### config.mk
export PLATFORM = sky130hd
export DESIGN_NAME = bbie_exec
export DESIGN_NICKNAME = d
export VERILOG_FILES = /design/src/bbie_phase_gen.v /design/src/bbie_classify.v /design/src/bbie_exec.v
export VERILOG_INCLUDE_DIRS = /design/src
export SDC_FILE = /design/constraint.sdc
export NUM_CORES = 1
export LEC_CHECK = 0
export BUFFER_PORTS_ARGS = -buffer_cell sky130_fd_sc_hd__buf_2
export CAP_MARGIN = 20
export CORE_MARGIN = 2
export CORE_UTILIZATION = 30
export DETAILED_ROUTE_END_ITERATION = 10
export GPL_ROUTABILITY_DRIVEN = 0
export SLEW_MARGIN = 20
export SYNTH_ARGS = -nofsm -noshare
export SYNTH_HDL_FRONTEND = slang
export SYNTH_HIERARCHICAL = 1
export SYNTH_SLANG_ARGS = --single-unit
### constraint.sdc
create_clock -name core_clk -period 2.3 [get_ports core_clk]
set_input_delay 0.23 -clock core_clk [delete_from_list [all_inputs] [get_ports core_clk]]
set_output_delay 0.23 -clock core_clk [all_outputs]
set_load 0.02 [all_outputs]
### src/bbie_defines.vh
// constants for the byte/bit instruction executor
// assumes nothing; definitions only
`ifndef BBIE_DEFINES_VH
`define BBIE_DEFINES_VH
// phases of one instruction cycle
`define BBIE_PH_DECODE  2'h0
`define BBIE_PH_READ    2'h1
`define BBIE_PH_PROCESS 2'h2
`define BBIE_PH_WRITE   2'h3
// opcode patterns
`define BBIE_OP_BTSC    4'hB
`define BBIE_OP_BTSS    4'hA
`define BBIE_OP_CMPL    6'h07
`define BBIE_OP_CPSEQ   7'h31
`define BBIE_OP_SECOND  4'hF
// two-word first-word patterns
`define BBIE_OP_MOVFF   4'hC
`define BBIE_OP_GOTO    8'hEF
`define BBIE_OP_CALL    7'h76
`define BBIE_OP_LFSR    8'hEE
// field positions
`define BBIE_D_BIT      9
`define BBIE_A_BIT      8
// status bit positions
`define BBIE_ST_N       4
`define BBIE_ST_Z       2
// reset values
`define BBIE_W_RST      8'h00
`define BBIE_ST_RST     8'h00
`endif

### src/bbie_phase_gen.v
// four-phase sequencer for one instruction cycle
// assumes one core_clk period per oscillator period
`timescale 1ns/1ps
module bbie_phase_gen (
    core_clk,
    rst,
    phase
);
    input  wire       core_clk;  // clock
    input  wire       rst;       // sync reset
    output reg  [1:0] phase;     // current phase
    `include "bbie_defines.vh"
    // phase walks 0..3 and wraps
    always @(posedge core_clk) begin
        if (rst) begin
            phase <= `BBIE_PH_DECODE;
        end else begin
            phase <= phase + 2'h1;
        end
    end
endmodule // bbie_phase_gen

### src/bbie_classify.v
// combinational instruction classifier
// assumes a 16-bit word from program memory
`timescale 1ns/1ps
module bbie_classify (
    word,
    is_btsc,
    is_btss,
    is_cmpl,
    is_cpseq,
    is_second,
    is_two_word
);
    input  wire [15:0] word;        // instruction word
    output wire        is_btsc;     // bit test skip clear
    output wire        is_btss;     // bit test skip set
    output wire        is_cmpl;     // complement file
    output wire        is_cpseq;    // compare skip equal
    output wire        is_second;   // second word pattern
    output wire        is_two_word; // first word of a two-word op
    `include "bbie_defines.vh"
    assign is_btsc   = (word[15:12] == `BBIE_OP_BTSC);
    assign is_btss   = (word[15:12] == `BBIE_OP_BTSS);
    assign is_cmpl   = (word[15:10] == `BBIE_OP_CMPL);
    assign is_cpseq  = (word[15:9]  == `BBIE_OP_CPSEQ);
    assign is_second = (word[15:12] == `BBIE_OP_SECOND);
    // four two-word instructions
    assign is_two_word = (word[15:12] == `BBIE_OP_MOVFF) ||
                         (word[15:8] == `BBIE_OP_GOTO) ||
                         (word[15:9] == `BBIE_OP_CALL) ||
                         (word[15:8] == `BBIE_OP_LFSR);
endmodule // bbie_classify

### src/bbie_exec.v
// decode and execution control for an 8-bit core
// assumes program memory supplies instr_word for the current cycle,
// and data memory answers fr_rdata combinationally from fr_addr
//
// Summary of operation
// - one word usually; four ops use two
// - d=0 to working register, d=1 to file
// - second word has top four bits one
// - one cycle; two when skipping or branching
// - two-word instructions take two cycles
// - four clock phases per instruction cycle
// - file operands always read before write
// - port write-back may capture pin levels
// - a=0 access bank, a=1 bank select
// - 1011 tests bit, skips if clear
// - 1010 tests bit, skips if set
// - skip discards fetch; three if two-word
// - complement file, destination, flags N Z
// - compare with working register, skip equal
`timescale 1ns/1ps
module bbie_exec #(
    parameter DW = 8   // data width
) (
    core_clk,
    rst,
    instr_word,
    bank_select_register,
    fr_rdata,
    fr_addr,
    fr_rd,
    fr_wr,
    fr_wdata,
    working_register,
    status_q,
    skip_q,
    nop_cycle_q,
    phase_q,
    cycle_end_q
);
    input  wire          core_clk;             // clock
    input  wire          rst;                  // sync reset, high
    input  wire [15:0]   instr_word;           // fetched instruction
    input  wire [3:0]    bank_select_register; // bank number
    input  wire [DW-1:0] fr_rdata;             // file read data
    output reg  [11:0]   fr_addr;              // file address
    output reg           fr_rd;                // read strobe
    output reg           fr_wr;                // write strobe
    output reg  [DW-1:0] fr_wdata;             // write data
    output reg  [DW-1:0] working_register;     // working register
    output reg  [7:0]    status_q;             // status flags
    output reg           skip_q;               // skip taken this cycle
    output reg           nop_cycle_q;          // executing a forced no-op
    output reg  [1:0]    phase_q;              // phase copy
    output reg           cycle_end_q;          // pulse at last phase
    `include "bbie_defines.vh"

    wire [1:0] phase;     // sequencer phase
    wire is_btsc;         // decoded classes
    wire is_btss;
    wire is_cmpl;
    wire is_cpseq;
    wire is_second;
    wire is_two_word;

    bbie_phase_gen u_phase (
        .core_clk (core_clk),
        .rst      (rst),
        .phase    (phase)
    );

    bbie_classify u_cls (
        .word        (instr_word),
        .is_btsc     (is_btsc),
        .is_btss     (is_btss),
        .is_cmpl     (is_cmpl),
        .is_cpseq    (is_cpseq),
        .is_second   (is_second),
        .is_two_word (is_two_word)
    );

    reg [15:0]   ir_q;        // latched instruction
    reg          c_btsc_q;    // latched class flags
    reg          c_btss_q;
    reg          c_cmpl_q;
    reg          c_cpseq_q;
    reg          c_two_q;     // decoded op is two-word
    reg          kill_q;      // cycle runs as no-op
    reg [1:0]    pend_q;      // no-op cycles still owed
    reg [DW-1:0] data_q;      // data read in phase 2
    reg [DW-1:0] res_q;       // processed result
    reg          take_q;      // skip decision
    wire [2:0]   bitsel;      // bit number field
    wire         dest_file;   // destination select
    wire         use_bank;    // access select

    assign bitsel    = ir_q[11:9];
    assign dest_file = ir_q[`BBIE_D_BIT];
    assign use_bank  = ir_q[`BBIE_A_BIT];

    // four phase pipeline of one instruction cycle
    always @(posedge core_clk) begin
        if (rst) begin
            ir_q             <= 16'h0000;
            c_btsc_q         <= 1'b0;
            c_btss_q         <= 1'b0;
            c_cmpl_q         <= 1'b0;
            c_cpseq_q        <= 1'b0;
            c_two_q          <= 1'b0;
            kill_q           <= 1'b0;
            pend_q           <= 2'h0;
            data_q           <= {DW{1'b0}};
            res_q            <= {DW{1'b0}};
            take_q           <= 1'b0;
            fr_addr          <= 12'h000;
            fr_rd            <= 1'b0;
            fr_wr            <= 1'b0;
            fr_wdata         <= {DW{1'b0}};
            working_register <= `BBIE_W_RST;
            status_q         <= `BBIE_ST_RST;
            skip_q           <= 1'b0;
            nop_cycle_q      <= 1'b0;
            phase_q          <= 2'h0;
            cycle_end_q      <= 1'b0;
        end else begin
            phase_q     <= phase;
            fr_rd       <= 1'b0;
            fr_wr       <= 1'b0;
            cycle_end_q <= (phase == `BBIE_PH_WRITE);
            case (phase)
                `BBIE_PH_DECODE: begin
                    // decode, or burn an owed no-op cycle
                    ir_q      <= instr_word;
                    skip_q    <= 1'b0;
                    take_q    <= 1'b0;
                    if (pend_q != 2'h0) begin
                        kill_q      <= 1'b1;
                        nop_cycle_q <= 1'b1;
                        pend_q      <= pend_q - 2'h1;
                    end else begin
                        // a lone second word decodes to nothing
                        kill_q      <= is_second;
                        nop_cycle_q <= is_second;
                    end
                    c_btsc_q  <= is_btsc;
                    c_btss_q  <= is_btss;
                    c_cmpl_q  <= is_cmpl;
                    c_cpseq_q <= is_cpseq;
                    c_two_q   <= is_two_word;
                end
                `BBIE_PH_READ: begin
                    // read the file register, even before a write
                    if (!kill_q && (c_btsc_q || c_btss_q || c_cmpl_q || c_cpseq_q)) begin
                        fr_rd   <= 1'b1;
                        fr_addr <= use_bank ? {bank_select_register, ir_q[7:0]}
                                            : {4'h0, ir_q[7:0]};
                    end
                    // two-word op owes one cycle for its second word
                    if (!kill_q && c_two_q) begin
                        pend_q <= 2'h1;
                    end
                end
                `BBIE_PH_PROCESS: begin
                    // process the data read in the previous phase
                    data_q <= fr_rdata;
                    res_q  <= ~fr_rdata;
                    if (!kill_q) begin
                        if (c_btsc_q) begin
                            take_q <= ~fr_rdata[bitsel];
                        end else if (c_btss_q) begin
                            take_q <= fr_rdata[bitsel];
                        end else if (c_cpseq_q) begin
                            take_q <= ((fr_rdata - working_register) == {DW{1'b0}});
                        end else begin
                            take_q <= 1'b0;
                        end
                    end
                end
                default: begin
                    // write destination; test-only ops write nothing
                    if (!kill_q && c_cmpl_q) begin
                        if (dest_file) begin
                            fr_wr    <= 1'b1;
                            fr_wdata <= res_q;
                        end else begin
                            working_register <= res_q;
                        end
                        status_q[`BBIE_ST_N] <= res_q[DW-1];
                        status_q[`BBIE_ST_Z] <= (res_q == {DW{1'b0}});
                    end
                    // skip discards the prefetched word
                    if (!kill_q && take_q) begin
                        skip_q <= 1'b1;
                        pend_q <= 2'h1;
                    end
                end
            endcase
            // the word skipped turned out to be a first word
            if (phase == `BBIE_PH_DECODE && pend_q == 2'h1 && skip_q && is_two_word) begin
                pend_q <= 2'h1;
            end
        end
    end
endmodule // bbie_exec

======== Word level (Yosys, flattened, before mapping) ========
Index checks and enable logic that the tools add are counted.
operators by class
  add/sub/neg operators ................... 3
  multipliers ............................. 0
  divide/modulo/power cells ............... 0
  magnitude comparators ................... 1
  equality and inequality tests ........... 19
  shift-type cells ........................ 0
  muxes and demuxes ....................... 18
  bitwise operators ....................... 8
  reductions and logical operators ........ 35
operator list
  cell                                                              count
  4-bit == test (second input constant)                             4
  8-bit == test (second input constant)                             2
  8-bit zero test                                                   2
  12-bit two-way mux                                                1
  1-bit two-way mux                                                 10
  2-bit inequality test (second input constant)                     4
  8-bit inverter                                                    1
  2-bit AND reduction                                               4
  4-bit AND reduction                                               2
  8-bit subtractor                                                  1
  7-bit by 6-bit == test with 1-bit output (second input constant)  1
  7-bit == test (second input constant)                             1
  1-bit logical AND                                                 7
  1-bit inverter                                                    7
  6-bit by 3-bit == test with 1-bit output (second input constant)  1
  1-bit logical OR                                                  6
  2-bit two-way mux                                                 3
  2-bit one-hot mux with 3 select lines                             1
  3-bit AND reduction                                               2
  2-bit nonzero test                                                3
  2-bit OR reduction                                                3
  5-bit OR reduction                                                1
  2-bit by 1-bit == test with 1-bit output (second input constant)  2
  2-bit == test (second input constant)                             2
  other kinds (12)                                                  13
word-level totals
  flip-flop bits (word level) ............. 67
  latch bits .............................. 0
  RAM bits ................................ 0
  memory bits (read-only) ................. 0
  word-level logic and storage cells ...... 105
  memories kept ........................... 0

======== Logic depth before layout (Yosys ltp) ========
  word-level depth ........................ 7
  gate-level depth with buffers ........... 8
  depth with buffers taken out ............ 7

======== Modules after synthesis ========
The synthesis kept the hierarchy.
by module, submodules not included
  module          instances  cells each  area each (µm²)  seq. area each (µm²)
  bbie_exec       1          342         2919.0           1301.2
  bbie_classify   1          12          67.6             0.0
  bbie_phase_gen  1          5           56.3             40.0

======== Worst setup path before layout ========
Ideal clock, no wire load.
  kind .................................... flip-flop to flip-flop
  start point ............................. register working_register[1]
  end point ............................... register take_q
  data arrival time ....................... 1.669 ns
  slack ................................... 0.562 ns
  cell stages (with the launch flop) ...... 8
  path buffers ............................ 0
  path through ............................ dfxtp_1 -> inv_1 -> ha_1 -> nor2b_1 -> or3_1 -> a211oi_1 -> o2111ai_1 -> o21ai_1
between the ends
  cells in the longest elaborated chain, start to end .. 7
RTL lines
  element                                RTL line         RTL
  start, declared                        bbie_exec.v:49   output reg [DW-1:0] working_register;
  start signal, assigned                 bbie_exec.v:118  working_register <= `BBIE_W_RST;
  start signal, assigned                 bbie_exec.v:185  working_register <= res_q;
  8-bit subtractor                       bbie_exec.v:172  take_q <= ((fr_rdata - working_register) == {DW{1'b0}});
  8-bit zero test                        bbie_exec.v:172
  1-bit two-way mux                      bbie_exec.v:171  end else if (c_cpseq_q) begin
  1-bit two-way mux                      bbie_exec.v:169  end else if (c_btss_q) begin
  1-bit two-way mux                      bbie_exec.v:167  if (c_btsc_q) begin
  1-bit two-way mux                      bbie_exec.v:166  if (!kill_q) begin
  1-bit one-hot mux with 2 select lines  bbie_exec.v:129  case (phase)
  end signal, assigned                   bbie_exec.v:168  take_q <= ~fr_rdata[bitsel];
  end signal, assigned                   bbie_exec.v:170  take_q <= fr_rdata[bitsel];
  end signal, assigned                   bbie_exec.v:172
  end, declared                          bbie_exec.v:91   reg take_q;
No other way between the ends. The select of a mux whose other input is x is not followed.
A chain may end at the register's enable or synchronous reset.

======== Worst setup path in the final report ========
  start point ............................. register u_phase.phase[1]
  end point ............................... register pend_q[1]
between the ends
  cells in the longest elaborated chain, start to end .. 5
  elaborated cells between the ends (all ways) .. 13
RTL lines
  element                                                                      RTL line             RTL
  start, declared                                                              bbie_phase_gen.v:11  output reg [1:0] phase;
  start signal, assigned                                                       bbie_phase_gen.v:16  phase <= `BBIE_PH_DECODE;
  start signal, assigned                                                       bbie_phase_gen.v:18  phase <= phase + 2'h1;
  parallel branches: the longest is 5 deep, another holds 4-bit AND reduction  n/a
  end signal, assigned                                                         bbie_exec.v:138      pend_q <= pend_q - 2'h1;
  end, declared                                                                bbie_exec.v:88       reg [1:0] pend_q;
Parallel ways; which one is timed is not known.

==> flow_metrics.tcl <==
set metrics [dict create \
    cts_tree "built" \
    multi_input_area_mm2 0.00156 \
    crit_fanout 5 \
    nets 468 \
    required_ns 2.50 \
    grt_max_degree 36 \
    end_kind "flip-flop" \
    slowest_stage "dfxtp_1" \
    cts_buffers 9 \
    totalWireLength_mm 7.50 \
    yosys-top-cells-area "dfxtp_1 44%, nand2_1 7.8%, mux2i_1 6.6%" \
    clk_pin_slew_ns 0.07 \
    dieArea_mm2 0.0110 \
    internal_power_mw 1.76 \
    ys_types 47 \
    async_flop_share_pct 0 \
    drtAntennaViolNets 0 \
    grt_pass1_vias 2450 \
    switchingPower_mw 0.641 \
    outcome "complete, no violations" \
    rsz0062_at_grt "no" \
    synth_area_mm2 0.00304 \
    wl_per_cell_um 13.4 \
    synth_compound_area_share_pct 13.0 \
    htreeDepth 3 \
    fp.dieW_um 105 \
    p_leak_nw 1.54 \
    ys.warnings.count 6 \
    p_total_mw 2.41 \
    synth_mux_area_share_pct 9.05 \
    ys_seq_elements 67 \
    pwr-share-clk_pct 35.9 \
    yosysSeqAreaShare_pct 44.1 \
    post-route-min-period_ns 1.82 \
    powerDensity_mw_per_mm2 658 \
    skew_ns 0.00846 \
    core_mm2 0.00982 \
    power_frac_comb_pct 12.3 \
    final_cell_mix "67 x dfxtp_1, 66 x buf_2, 63 x nand2_1" \
    start_util_pct 31.0 \
    fin_ws_ns 0.475 \
    diodes 0 \
    cts-root-buf "clkbuf_8" \
    num_rows 36 \
    finalCritPeriodShare_pct 79.3 \
    cts_resized 0 \
    vias 2652 \
    post-place-cells 546 \
    slew_viol_final 0 \
    hold_class "in -> reg" \
    synthAdderAreaFrac_pct 5.76 \
    stdcell_count 560 \
    drtIter0Drc 169 \
    setup.worst_path.class "reg -> reg" \
    die-height_um 105 \
    layout-drive-gt1-share_pct 20.4 \
    tightest_slew_ns 0.635 \
    synthCells 359 \
    start_kind "flip-flop" \
    io_buffers 66 \
    drc 0 \
    insertion_delay_ns 0.35 \
    seqPwrFrac_pct 51.8 \
    fillers 1059 \
    cpLargestDelayFamily "flip-flops" \
    io_pins 73 \
    hold_viol 0 \
    pre_cts_slack_ns 0.488 \
    drt-pass1-iter-count 4 \
    cp.arrival_ns 2.03 \
    grt_usage_pct 13.8 \
    gr-total-overflow 0 \
    sw_frac_of_total_pct 26.6 \
    synth_top_area_cell "dfxtp_1" \
    synth_top_family_by_area "simple AND/OR/NAND/NOR gates" \
    regArea_mm2 0.00134 \
    tns_ns 0 \
    viasPerCell 4.74 \
    crit_buf_inv 1 \
    antenna_found_initial 0 \
    area_delta_synth_final_pct 20.1 \
    synth_top_area_share_pct 44.1 \
    cts_sinks 67 \
    vdd_drop_max_mv 0.202 \
    synth-xor-area-share_pct 0.576 \
    post_cts_buffers 0 \
    slew_headroom_pct 57.6 \
    ctsHoldBuffers 0 \
    synth_edf_count 0 \
    path_cells "inv_1 -> ha_1 -> mux2i_1 -> or3_1 -> a21oi_1 -> mux2i_1 -> nor3b_1" \
    grt_pass1_wl_mm 12.0 \
    synth_top_flop_cell "dfxtp_1" \
    cp_common_cell "mux2i_1" \
    clockBufferDepth 2 \
    dpl.hpwl_mm 5.54 \
    avgSynthCellArea_um2 8.48 \
    final_common_cell "dfxtp_1" \
    fmax_mhz 548 \
    synth_simple_gate_area_share_pct 22.2 \
    drv_cap 0 \
    cp_slowest_stage_delay_ns 0.41 \
    setup_violations 0 \
]
==> metrics by stage <==
stage	util, %	hold slack [ns]	instance area [um2]
global placement	35.5	0.436	3490
finish	37.2	0.115	3660
detailed placement	35.5	0.444	3490
CTS	37.2	0.0976	3660
global route	37.2	0.106	3660
floorplan	-	0.297	3060
==> registers in the layout, summed over array words and instances, names as in the netlist, 2 cells and up <==
| name | cells |
|---|---|
| fr_addr | 12 |
| ir_q | 12 |
| fr_wdata | 8 |
| res_q | 8 |
| working_register | 8 |
| pend_q | 2 |
| phase_q | 2 |
| status_q | 2 |
| u_phase/phase | 2 |
==> layout make-up <==
| cell class | instances | share of cell area, % |
|---|---|---|
| timing repair buffer | 71 | 10.1 |
| sequential | 67 | 36.7 |
| inverter | 14 | 1.44 |
| clock buffer | 12 | 4.24 |
| tap | 133 | 4.55 |
| clock inverter | 2 | 0.342 |
| multi-input combinational | 261 | 42.7 |
==> cells by family after synthesis <==
family | Yosys count
other | 1
adder cells (fa/ha/maj) | 14
flip-flops | 67
AO/OA/AOI/OAI | 66
AND/OR/NAND/NOR | 150
XOR/XNOR | 2
multiplexers | 23
buffers and inverters | 36
==> power by group through the flow <==
stage          Clock, mW  Sequential, mW  Combinational [mW]
6_report           0.864            1.25               0.297
3_3_place_gp           0            1.27               0.290
5_1_grt            0.940            1.25               0.325
3_5_place_dp           0            1.27               0.295
4_1_cts            0.890            1.24               0.296
2_1_floorplan          0            1.26               0.213
==> metal layers <==
metal / part of all wire (%) / GRT usage, % / up-vias / wire length [um]
met3: 3.9 / 3.31 / 15 / 295
met1: 48 / 18.0 / 1229 / 3600
li1: - / - / 1352 / -
met4: 2.2 / 6.86 / 0 / 168
met5: 0 / 0 / - / 0
met2: 46 / 21.2 / 56 / 3430
==> final timing paths <==
path,slack (ns),end,from,cells after the start
worst min register to register,0.45,fr_addr[11],fr_addr[11],2
worst max register to register,0.48,pend_q[1],u_phase/phase[1],7
worst max-delay path,0.48,pend_q[1],u_phase/phase[1],7
worst min-delay path,0.12,res_q[1],fr_rdata[1],2
==> Yosys cell counts, drive strengths merged (2+ instances only) <==
cell type,count
mux4,2
nor4,4
nor2b,4
nor3,5
mux2i,21
buf,10
nand2,63
a21oi,37
and3b,2
a21o,2
nor2,45
inv,14
nand3b,2
o211ai,2
or3,2
or2,2
a211oi,9
nand2b,4
o2111ai,3
clkbuf,12
ha,14
o21ai,6
nand3,7
dfxtp,67
nand4,2
Note: power is estimated with default switching activity, not from simulation.
